## src/rtl/wcd_pkg.sv

```systemverilog
// Package: register map, field layouts and timing of the wake-up detector.
package wcd_pkg;
   // ==========================================
   // Register offsets
   localparam logic [7:0] OFS_OPCTL = 8'h02;
   localparam logic [7:0] OFS_IRQ_ST = 8'h1A;
   localparam logic [7:0] OFS_IRQ_MSK = 8'h1B;
   localparam logic [7:0] OFS_CMD = 8'h1C;
   localparam logic [7:0] OFS_WUTC = 8'h32;
   localparam logic [7:0] OFS_AMP_CFG = 8'h33;
   localparam logic [7:0] OFS_PH_CFG = 8'h37;
   localparam logic [7:0] OFS_WSTAT = 8'h3B;
   localparam logic [7:0] OFS_LAST = 8'h3B;
   // Register offset within a four-register method group.
   localparam logic [1:0] GRP_CFG = 2'h0;
   localparam logic [1:0] GRP_REF = 2'h1;
   localparam logic [1:0] GRP_AUTO = 2'h2;
   localparam logic [1:0] GRP_RES = 2'h3;
   // ==========================================
   // Field layouts and values
   localparam logic [7:0] OPCTL_WU_ONLY = 8'h04;
   localparam int OPCTL_WU_BIT = 2;
   localparam logic [7:0] CMD_HALT_ALL = 8'hC2;
   localparam int WUTC_PER_LSB = 4;
   localparam int WUTC_PH_EN = 3;
   localparam int WUTC_AMP_EN = 2;
   localparam logic [7:0] WUTC_RST = 8'h34;
   localparam int CFG_THR_LSB = 4;
   localparam int CFG_INC = 3;
   localparam int CFG_AUTO = 2;
   localparam int IRQ_AMP = 0;
   localparam int IRQ_PH = 1;
   localparam int IRQ_WT = 2;
   localparam int REF_W = 10;
   // ==========================================
   // Timing
   localparam int RC_KHZ = 32;
   localparam int CLK_MHZ = 250;
   localparam int FIELD_US = 20;
   localparam int FIELD_CYC = FIELD_US * CLK_MHZ;
   localparam logic [14:0] PER_10MS = 15'h0140;
   // ==========================================
   // Types
   typedef enum logic [2:0] {WCD_IDLE, WCD_WAIT, WCD_FIELD, WCD_EVAL} wcd_state_e;
   typedef struct packed {
      logic [7:0] addr;
      logic [7:0] wdata;
      logic wr;
      logic rd;
   } wcd_bus_s;
   typedef struct packed {
      logic field_on;
      logic meas_req;
      logic meas_phase;
   } wcd_meas_s;
endpackage

```

## src/rtl/wcd_detector.sv

```systemverilog
// Wake-up card presence detector: timer, field burst, compare and averaging.
module wcd_detector #(
   parameter int FIELD_CYCLES = wcd_pkg::FIELD_CYC
) (
   input wire logic core_clk,
   input wire logic nrst,
   input wire logic clk_en,
   input wire logic rc_tick,
   input wire wcd_pkg::wcd_bus_s bus,
   output logic [7:0] rdata,
   input wire logic meas_done,
   input wire logic [7:0] meas_val,
   output wcd_pkg::wcd_meas_s meas,
   output logic irq
);
   import wcd_pkg::*;

   // All state of the block, registered as one word.
   typedef struct packed {
      wcd_state_e st;
      logic [7:0] opctl;
      logic [7:0] wutc;
      logic [1:0][7:0] cfg;
      logic [1:0][7:0] href;
      // Averaged references carry two fraction bits below the displayed value.
      logic [1:0][REF_W-1:0] aref;
      logic [1:0][7:0] res;
      // Reference initialisation pending, bit 0 amplitude and bit 1 phase.
      logic [1:0] first;
      // Sticky status: amplitude hit, phase hit and timer expiry.
      logic [2:0] ist;
      logic [2:0] imsk;
      logic halted;
      // Timer ticks since the last expiry and cycles into the current burst.
      logic [14:0] tcnt;
      logic [12:0] fcnt;
      // Method of the current burst, then its captured result.
      logic sel;
      logic got;
      logic [7:0] mv;
      wcd_meas_s meas;
      logic irq;
      logic [7:0] rdata;
   } wcd_regs_s;

   wcd_regs_s s_r;
   wcd_regs_s s_nxt;

   // ==========================================
   // Helpers
   // Interval code to RC tick count: 10,20,50,100,200,300,400,800 ms.
   function automatic logic [14:0] wcd_period(input logic [2:0] code);
      logic [4:0] mult;
      mult = 5'h01;
      case (code)
         3'h0: mult = 5'h01;
         3'h1: mult = 5'h02;
         3'h2: mult = 5'h05;
         3'h3: mult = 5'h0A;
         3'h4: mult = 5'h14;
         3'h5: mult = 5'h1E;
         3'h6: mult = 5'h28;
         default: mult = 5'h50;
      endcase
      wcd_period = 15'(PER_10MS * mult);
   endfunction

   // Weight code to divisor 1, 2, 4 or 8.
   function automatic logic [REF_W-1:0] wcd_avg(input logic [REF_W-1:0] old_ref,
                                               input logic [7:0] mval,
                                               input logic [1:0] wcode);
      logic signed [REF_W+1:0] diff;
      logic signed [REF_W+1:0] step;
      // Twelve signed bits keep the difference from wrapping; the quotient truncates to zero.
      diff = $signed({2'h0, old_ref}) - $signed({2'h0, mval, 2'h0});
      step = diff / $signed(12'(4'h1 << wcode));
      wcd_avg = REF_W'($signed({2'h0, old_ref}) - step);
   endfunction

   // Unsigned distance between two eight-bit values.
   function automatic logic [7:0] wcd_absdiff(input logic [7:0] a, input logic [7:0] b);
      wcd_absdiff = (a > b) ? 8'(a - b) : 8'(b - a);
   endfunction

   // Splits an offset of the method groups into method and register index.
   function automatic logic [2:0] wcd_grp(input logic [7:0] addr);
      logic [7:0] rel;
      rel = 8'(addr - OFS_AMP_CFG);
      wcd_grp = rel[2:0];
   endfunction

   // ==========================================
   // Next-state logic
   logic active;
   logic wu_rise;
   // Scratch values of the comparison and of the group decode.
   logic [7:0] refv;
   logic hit;
   logic [1:0] gi;
   logic gm;

   always_comb
   begin
      s_nxt = s_r;
      s_nxt.meas.meas_req = 1'b0;
      s_nxt.rdata = 8'h00;
      active = (s_r.opctl == OPCTL_WU_ONLY);
      wu_rise = 1'b0;
      refv = 8'h00;
      hit = 1'b0;
      gi = 2'h0;
      gm = 1'b0;

      // Register writes.
      if (bus.wr)
      begin
         if (bus.addr == OFS_OPCTL)
         begin
            s_nxt.opctl = bus.wdata;
            wu_rise = bus.wdata[OPCTL_WU_BIT] & ~s_r.opctl[OPCTL_WU_BIT];
         end
         else if (bus.addr == OFS_IRQ_MSK)
         begin
            s_nxt.imsk = bus.wdata[2:0];
         end
         else if (bus.addr == OFS_CMD)
         begin
            if (bus.wdata == CMD_HALT_ALL)
            begin
               s_nxt.halted = 1'b1;
            end
         end
         else if (bus.addr == OFS_WUTC)
         begin
            s_nxt.wutc = bus.wdata;
         end
         else if (bus.addr >= OFS_AMP_CFG && bus.addr < OFS_WSTAT)
         begin
            {gm, gi} = wcd_grp(bus.addr);
            if (gi == GRP_CFG)
            begin
               s_nxt.cfg[gm] = bus.wdata;
            end
            else if (gi == GRP_REF)
            begin
               s_nxt.href[gm] = bus.wdata;
            end
         end
      end

      // Rising wake bit re-arms reference initialisation and releases a halt.
      if (wu_rise)
      begin
         s_nxt.first = 2'h3;
         s_nxt.halted = 1'b0;
      end

      // Register reads, data valid in the following cycle.
      if (bus.rd)
      begin
         if (bus.addr == OFS_OPCTL)
         begin
            s_nxt.rdata = s_r.opctl;
         end
         else if (bus.addr == OFS_IRQ_ST)
         begin
            s_nxt.rdata = {5'h00, s_r.ist};
         end
         else if (bus.addr == OFS_IRQ_MSK)
         begin
            s_nxt.rdata = {5'h00, s_r.imsk};
         end
         else if (bus.addr == OFS_WUTC)
         begin
            s_nxt.rdata = s_r.wutc;
         end
         else if (bus.addr >= OFS_AMP_CFG && bus.addr < OFS_WSTAT)
         begin
            // Group order: configuration, host reference, averaged reference, last result.
            {gm, gi} = wcd_grp(bus.addr);
            if (gi == GRP_CFG)
            begin
               s_nxt.rdata = s_r.cfg[gm];
            end
            else if (gi == GRP_REF)
            begin
               s_nxt.rdata = s_r.href[gm];
            end
            else if (gi == GRP_AUTO)
            begin
               s_nxt.rdata = s_r.aref[gm][REF_W-1:2];
            end
            else
            begin
               s_nxt.rdata = s_r.res[gm];
            end
         end
         else if (bus.addr == OFS_LAST)
         begin
            s_nxt.rdata = {4'h0, s_r.halted, s_r.meas.field_on, s_r.first};
         end
      end

      // Detection sequencer.
      case (s_r.st)
         WCD_IDLE:
         begin
            // The timer restarts from zero on every entry into the mode.
            s_nxt.tcnt = 15'h0000;
            if (active && !s_r.halted)
            begin
               s_nxt.st = WCD_WAIT;
            end
         end
         WCD_WAIT:
         begin
            if (rc_tick)
            begin
               if (s_r.tcnt >= 15'(wcd_period(s_r.wutc[WUTC_PER_LSB+:3]) - 15'h0001))
               begin
                  s_nxt.tcnt = 15'h0000;
                  // The expiry flag rises even when no method is enabled.
                  s_nxt.ist[IRQ_WT] = 1'b1;
                  s_nxt.fcnt = 13'h0000;
                  s_nxt.got = 1'b0;
                  if (s_r.wutc[WUTC_AMP_EN] || s_r.wutc[WUTC_PH_EN])
                  begin
                     s_nxt.sel = ~s_r.wutc[WUTC_AMP_EN];
                     s_nxt.st = WCD_FIELD;
                     s_nxt.meas.field_on = 1'b1;
                     s_nxt.meas.meas_req = 1'b1;
                     s_nxt.meas.meas_phase = ~s_r.wutc[WUTC_AMP_EN];
                  end
               end
               else
               begin
                  s_nxt.tcnt = 15'(s_r.tcnt + 15'h0001);
               end
            end
         end
         WCD_FIELD:
         begin
            // Only the first result of a burst counts; later pulses are ignored.
            if (meas_done && !s_r.got)
            begin
               s_nxt.got = 1'b1;
               s_nxt.mv = meas_val;
            end
            if (s_r.fcnt >= 13'(FIELD_CYCLES - 1))
            begin
               s_nxt.meas.field_on = 1'b0;
               s_nxt.st = WCD_EVAL;
            end
            else
            begin
               s_nxt.fcnt = 13'(s_r.fcnt + 13'h0001);
            end
         end
         WCD_EVAL:
         begin
            // A burst without a result leaves references and status untouched.
            if (s_r.got)
            begin
               s_nxt.res[s_r.sel] = s_r.mv;
               if (s_r.cfg[s_r.sel][CFG_AUTO] && s_r.first[s_r.sel])
               begin
                  s_nxt.aref[s_r.sel] = {s_r.mv, 2'h0};
                  s_nxt.first[s_r.sel] = 1'b0;
               end
               else
               begin
                  // The comparison base is the averaged display value or the host value.
                  refv = s_r.cfg[s_r.sel][CFG_AUTO] ? s_r.aref[s_r.sel][REF_W-1:2]
                                                    : s_r.href[s_r.sel];
                  hit = wcd_absdiff(s_r.mv, refv) >
                        {4'h0, s_r.cfg[s_r.sel][CFG_THR_LSB+:4]};
                  if (hit)
                  begin
                     s_nxt.ist[s_r.sel] = 1'b1;
                  end
                  // A triggering result enters the average only when its method asks.
                  if (s_r.cfg[s_r.sel][CFG_AUTO] && (!hit || s_r.cfg[s_r.sel][CFG_INC]))
                  begin
                     s_nxt.aref[s_r.sel] = wcd_avg(s_r.aref[s_r.sel], s_r.mv,
                                                   s_r.cfg[s_r.sel][1:0]);
                  end
               end
            end
            s_nxt.fcnt = 13'h0000;
            s_nxt.got = 1'b0;
            // Amplitude runs first; a phase burst follows at once when enabled.
            if (!s_r.sel && s_r.wutc[WUTC_PH_EN])
            begin
               s_nxt.sel = 1'b1;
               s_nxt.st = WCD_FIELD;
               s_nxt.meas.field_on = 1'b1;
               s_nxt.meas.meas_req = 1'b1;
               s_nxt.meas.meas_phase = 1'b1;
            end
            else
            begin
               s_nxt.st = WCD_WAIT;
            end
         end
         default:
         begin
            s_nxt.st = WCD_IDLE;
         end
      endcase

      // Leaving the mode or halting stops the timer and drops the field.
      // A halt written in the very cycle of an expiry keeps the burst from starting.
      if (!active || s_nxt.halted)
      begin
         s_nxt.st = WCD_IDLE;
         s_nxt.meas.field_on = 1'b0;
         s_nxt.meas.meas_req = 1'b0;
         s_nxt.tcnt = 15'h0000;
      end

      // Write-one-to-clear; a new event in the same cycle wins only on a flag that was clear, and a set flag is still cleared.
      if (bus.wr && bus.addr == OFS_IRQ_ST)
      begin
         s_nxt.ist = (s_r.ist & ~bus.wdata[2:0]) | (s_nxt.ist & ~s_r.ist);
      end
      s_nxt.irq = |(s_nxt.ist & s_nxt.imsk);
   end

   // ==========================================
   // State register
   // Reset loads the power-on defaults; a low clock enable freezes every field.
   always_ff @(posedge core_clk or negedge nrst)
   begin
      if (!nrst)
      begin
         s_r <= '0;
         s_r.st <= WCD_IDLE;
         s_r.wutc <= WUTC_RST;
         s_r.first <= 2'h3;
      end
      else if (clk_en)
      begin
         s_r <= s_nxt;
      end
   end

   // ==========================================
   // Outputs
   // Every output is a field of the state register.
   assign rdata = s_r.rdata;
   assign meas = s_r.meas;
   assign irq = s_r.irq;
endmodule

```

## config.mk

```make
export PLATFORM = sky130hd
export DESIGN_NAME = wcd_detector
export DESIGN_NICKNAME = d
export VERILOG_FILES = /design/src/rtl/wcd_pkg.sv /design/src/rtl/wcd_detector.sv
export SDC_FILE = /design/constraint.sdc
export NUM_CORES = 1
export LEC_CHECK = 0
export ABC_AREA = 0
export BUFFER_PORTS_ARGS = -buffer_cell sky130_fd_sc_hd__buf_2
export CAP_MARGIN = 10
export CORE_MARGIN = 5
export CORE_UTILIZATION = 30
export DETAILED_ROUTE_END_ITERATION = 10
export GPL_TIMING_DRIVEN = 0
export PLACE_DENSITY_LB_ADDON = 0.05
export SLEW_MARGIN = 5
export SYNTH_ARGS = -nofsm -noshare
export SYNTH_HDL_FRONTEND = slang
export SYNTH_SLANG_ARGS = --single-unit
```

## constraint.sdc

```tcl
create_clock -name core_clk -period 54.3 [get_ports core_clk]
set_input_delay 2.715 -clock core_clk [delete_from_list [all_inputs] [get_ports core_clk]]
set_output_delay 2.715 -clock core_clk [all_outputs]
set_load 0.01 [all_outputs]
```

==> results.ini, run 1 <==
[min_path]
hold_class=flop to flop
hold_start=s_r[65]
hold_depth=2
holdPathEnd=s_r[65]

[detailed_routing]
first_iter_violations=513
num_vias=10500
post_drt_via_cell_ratio=5.29
routed_wl_um=38800
wl_per_cell_um=19.5
dr.pass1.iters=7
ant_nets=0
route.detailed.drc=0

[setup_path]
reg2reg_to=s_r[94]
crit_slowest_cell=clkbuf_1
worst-r2r-cell-count=126
worstSetupStartpointType=flop
crit-reg2reg-launch=s_r[21]
critPathMaxFanout=10
crit_type=flop to flop
cpMostUsedCell=ha_1
r2r_setup_slack_ps=25400
crit_start=s_r[21]
critPathCaptureType=flop
cp.arrival_ps=29280
cp.required_ps=54680
max_stage_delay_ps=710

[cts]
holdBufCountCts=0
cts_buffer_depth=2
htreeDepth=4
cts_made_buffers=17
cts_root_buf=clkbuf_16
post_cts_resized=0
cts.sinks=145
cts_tree=yes
cts.clk_slew.worst_paths_ps=60
clock_latency_ps=450
postCtsSetupBuffers=0

[sta]
max_freq_mhz=34.6
relSlewSlack=0.347
worst_slew_pin_slew_ps=975
drv_slew=0
finalHoldViolCount=0
setup_violations=0
fin_setup_tns_ps=0
rsz0062_at_grt=no
period_share=0.532
fin_crit_ps=28900
finClkSkew_ps=14.9

[final_layout]
syn_to_final_growth_pct=12.1
fillers=4313
drive_above_1_share=0.164
multi_input_area_um2=8380
mostFrequentLayoutCell=dfrtp_1
insertedDiodeCount=0
final_cell_mix=dfrtp_1 (140), nand2_1 (126), mux2_2 (101), ha_1 (101)
final_nets=1584
ff_latch_area_um2=3630

[place]
dpl.hpwl_um=30200
portBuffers=39
gp_congestion=0.774

[synth]
synth_top_area_share=0.280
synth-seq-cells=145
synth_nets=1524
synth_cells=1388
seq_area_frac_synth=0.290
avgSynthCellArea_um2=9.02
synth-edff-count=0
synth.area.top_cells=dfrtp_1 (28%), ha_1 (10%), mux2_2 (9.1%)
synth.distinct_cells=94
syn-cell-area_um2=12500
yosys_warnings=0
async_flop_share=1.00
yosys.area.top_type=dfrtp_1
ys.flop_type=dfrtp_1

[outcome]
status=completed

[floorplanning]
dieArea_um2=45900
start_util=0.305
core_um2=41000
io-pin-count=43
die_h_um=214
rows=74
die_w_um=214

[grt]
grt_pass1_wl_um=61900
grt_max_degree=99
antenna_found_initial=0
grt_pass1_vias=10600
overflow=0
grt_use_total=0.170

[flow_run]
max_cap_viol_count=0

==> layout make-up <==
| cell class | count | share of cell area |
|---|---|---|
| clock buffer | 20 | 0.0333 |
| timing repair buffer | 41 | 0.0171 |
| buffer | 56 | 0.0196 |
| inverter | 63 | 0.0168 |
| tap | 532 | 0.0474 |
| clock inverter | 11 | 0.00972 |
| sequential | 145 | 0.259 |
| multi-input combinational | 1124 | 0.597 |
==> per-layer routing <==
layer	wire, um	vias up	track usage
met5	0	-	0
met4	320	0	0.0320
met3	1170	15	0.0291
met2	17400	152	0.268
met1	19900	5149	0.246
li1	-	5224	-
==> kinds of logic (layout without fill, tap and decap cells) <==
| logic type | count (synthesis) | after routing | synth area share |
|---|---|---|---|
| mux | 159 | 159 | 0.147 |
| flops | 145 | 145 | 0.290 |
| other cells | 2 | 2 | 0.000600 |
| xor+xnor | 65 | 65 | 0.0455 |
| compound gates | 359 | 359 | 0.193 |
| simple gates | 434 | 434 | 0.175 |
| fa+ha+maj | 105 | 105 | 0.107 |
| buf+inv | 119 | 191 | 0.0409 |
==> worst max-delay path, delay by kind of cell, from the launching register on <==
| family | cells | cell delay [ps] |
|---|---|---|
| compound gates | 52 | 10850 |
| simple gates | 42 | 8230 |
| fa+ha+maj | 14 | 4130 |
| buf+inv | 11 | 3090 |
| mux | 6 | 1950 |
| flops | 1 | 460 |
| xor+xnor | 1 | 110 |
==> registers in the layout, summed over array words and instances (netlist names) <==
name	cells
irq	1
meas	3
s_r	133
rdata	8
==> metrics by stage <==
stage	hold slack (ps)	cells	setup slack, ps	util	area [um^2]
3_3_place_gp	458	1959	25430	0.326	13400
3_5_place_dp	466	1961	25480	0.327	13400
6_report	474	1992	25400	0.342	14000
5_1_grt	500	1992	22720	0.342	14000
4_1_cts	481	1992	25290	0.342	14000
2_1_floorplan	444	1388	30840	-	12500
==> synthesized netlist by cell type (24+ instances only) <==
| cell | n |
|---|---|
| a21o_1 | 33 |
| a21oi_1 | 70 |
| clkbuf_1 | 36 |
| dfrtp_1 | 140 |
| ha_1 | 101 |
| inv_1 | 61 |
| mux2_2 | 101 |
| mux2i_1 | 43 |
| nand2_1 | 126 |
| nand2b_1 | 27 |
| nand3_1 | 27 |
| nand4_1 | 24 |
| nor2_1 | 95 |
| o21ai_0 | 95 |
| xnor2_1 | 40 |
| xor2_1 | 25 |
==> worst max path at each step <==
stage / to / cells past startpoint
after floorplan: s_r[84] / 126
after global placement: s_r[84] / 129
after detailed placement: s_r[84] / 126
after CTS: s_r[94] / 126
after global routing: s_r[94] / 130
final: s_r[94] / 126
Power of run 1 is not shown: default switching activity piles up to over one toggle a cycle in this logic, so the estimate is an artifact.
==> inputs of run 2 (changes only) <==
==> constraint.sdc (replaced) <==
create_clock -name core_clk -period 26.2 [get_ports core_clk]
set_input_delay 1.31 -clock core_clk [delete_from_list [all_inputs] [get_ports core_clk]]
set_output_delay 1.31 -clock core_clk [all_outputs]
set_load 0.01 [all_outputs]
==> run 2 against run 1 <==
  * Maximum frequency is 18% higher
  * Setup slack worse by 24000 ps
  * Clock skew hardly changed
  * Global-route usage is 0.055 points higher
  * Hold slack hardly changed
  * Via count is 0.36% higher
  * Sequential share of layout area is 0.58 points lower
  * Design area is 2.3% higher
  * Critical path type unchanged
  * Flip-flop and latch count stayed put
  * Register-to-register slack worse by 24000 ps
  * Die area stayed put
  * Routed wire length is 0.55% higher
==> results.ini, run 2 (same netlist as run 1, synthesis figures left out) <==
[place]
dp_slack_ps=-2620  ; was 25,480 ps
dpl.hpwl_um=30200  ; unchanged
gp_congestion=0.774  ; unchanged
dpl_cell_area_um2=13400  ; unchanged
portBuffers=39  ; unchanged

[floorplanning]
io-pin-count=43  ; unchanged
start_util=0.305  ; unchanged
core_um2=41000  ; unchanged
dieArea_um2=45900  ; unchanged
die_w_um=214  ; unchanged
die_h_um=214  ; unchanged
rows=74  ; unchanged

[cts]
clock_latency_ps=450  ; about the same
cts_made_buffers=17  ; unchanged
htreeDepth=4  ; unchanged
holdBufCountCts=0  ; unchanged
cts.sinks=145  ; unchanged
cts_root_buf=clkbuf_16  ; unchanged
cts_buffer_depth=2  ; unchanged
cts.clk_slew.worst_paths_ps=60  ; about the same
cts_tree=yes  ; unchanged

[setup_path]
reg2reg_to=s_r[94]  ; unchanged
critPathCaptureType=flop  ; unchanged
cp.required_ps=26580  ; was 54,680 ps
cp_top_family=compound AO/OA/AOI/OAI gates  ; unchanged
crit_type=flop to flop  ; unchanged
crit-reg2reg-launch=s_r[21]  ; unchanged
r2r_setup_slack_ps=1760  ; was 25,400 ps
worstSetupStartpointType=flop  ; unchanged
cp.arrival_ps=24820  ; was 29,280 ps
critPathMaxFanout=16  ; was 10
cpMostUsedCell=ha_1  ; unchanged
crit_slowest_cell=o31ai_1  ; was clkbuf_1
max_stage_delay_ps=500  ; was 710 ps
worst-r2r-cell-count=127  ; was 126
worst-path-buf-inv=11  ; unchanged

[sta]
worst_slew_pin_slew_ps=1000  ; was 975 ps
setup_violations=0  ; unchanged
drv_slew=0  ; unchanged
relSlewSlack=0.321  ; was 0.347
finalHoldViolCount=0  ; unchanged
period_share=0.933  ; was 0.532
fin_setup_tns_ps=0  ; unchanged
setup_slack_ps=1760  ; was 25,400 ps
fin_crit_ps=24440  ; was 28,900 ps
finClkSkew_ps=14.9  ; about the same
max_freq_mhz=40.9  ; was 34.6 MHz

[detailed_routing]
routed_wl_um=39000  ; was 38,800 um
dr.pass1.iters=5  ; was 7
wl_per_cell_um=19.5  ; about the same
num_vias=10600  ; was 10,500
post_drt_via_cell_ratio=5.27  ; was 5.29
first_iter_violations=560  ; was 513
ant_nets=0  ; unchanged
route.detailed.drc=0  ; unchanged

[min_path]
holdPathEnd=s_r[65]  ; unchanged
hold_class=flop to flop  ; unchanged
hold_depth=2  ; unchanged
hold_start=s_r[65]  ; unchanged

[flow_run]
max_cap_viol_count=0  ; unchanged

[final_layout]
largest_register_ffs=133  ; unchanged
regMostFlops=s_r  ; unchanged
syn_to_final_growth_pct=14.7  ; was 12.1%
mostFrequentLayoutCell=dfrtp_1  ; unchanged
final_cell_area_um2=14400  ; was 14,000 um^2
insertedDiodeCount=0  ; unchanged
final_cell_mix=dfrtp_1 (139), nand2_1 (125), mux2_2 (101)  ; was dfrtp_1 (140), nand2_1 (126), mux2_2 (101), ha_1 (101)
final_nets=1599  ; was 1,584
drive_above_1_share=0.197  ; was 0.164
fillers=4281  ; was 4,313

[grt]
overflow=0  ; unchanged
grt_pass1_wl_um=62100  ; was 61,900 um
antenna_found_initial=0  ; unchanged
grt_use_total=0.170  ; about the same
grt_pass1_vias=10600  ; about the same
grt_max_degree=99  ; unchanged

[outcome]
status=completed  ; unchanged

-- run 2: final cells by class --
type                            count  area, um^2  area share
Buffer                             53         287      0.0200
Clock buffer                       20         467      0.0325
Clock inverter                     11         136     0.00950
Inverter                           63         236      0.0165
Multi-Input combinational cell   1124        8560       0.596
Sequential cell                   145        3640       0.253
Tap cell                          532         666      0.0464
Timing Repair Buffer               59         375      0.0261
-- run 2: how the worst max path moves through the flow --
stage,startpoint,endpoint,depth (start not counted)
after global routing,s_r[21],s_r[94],129
after floorplan,s_r[21],s_r[84],126
after detailed placement,s_r[21],s_r[84],126
final,s_r[21],s_r[94],127
after CTS,s_r[21],s_r[94],128
after global placement,s_r[21],s_r[84],129
-- run 2: repair_timing --
item / 4_1_cts / 5_1_grt
resized for setup: 21 / 35
setup buffers: 4 / 14
endpoints found under the setup margin: 20 / 18
pin swaps: 3 / 8
gates cloned: 0 / 0
-- run 2: stage by stage --
| step | hold slack (ps) | instances | util |
|---|---|---|---|
| final | 475 | 2007 | 0.350 |
| after global routing | 500 | 2007 | 0.350 |
| after CTS | 481 | 1994 | 0.344 |
| after detailed placement | 466 | 1961 | 0.327 |
| after global placement | 458 | 1959 | 0.326 |
| after floorplan | 444 | 1388 | - |
-- run 2: layer usage --
| metal | up-vias | track usage | wire (um) |
|---|---|---|---|
| met2 | 136 | 0.270 | 17600 |
| met4 | 0 | 0.0311 | 318 |
| met5 | - | 0 | 0 |
| met3 | 16 | 0.0287 | 1120 |
| met1 | 5179 | 0.247 | 20000 |
| li1 | 5247 | - | - |
-- run 2: worst reg2reg max path: cells and delay by family, from the launching register on --
family | cells | cell delay, ps
compound gates | 54 | 9470
xor+xnor | 1 | 110
fa+ha+maj | 14 | 4060
buf+inv | 11 | 1810
flops | 1 | 430
mux | 6 | 1570
simple gates | 41 | 6870
Power of run 2 is left out for the same reason.
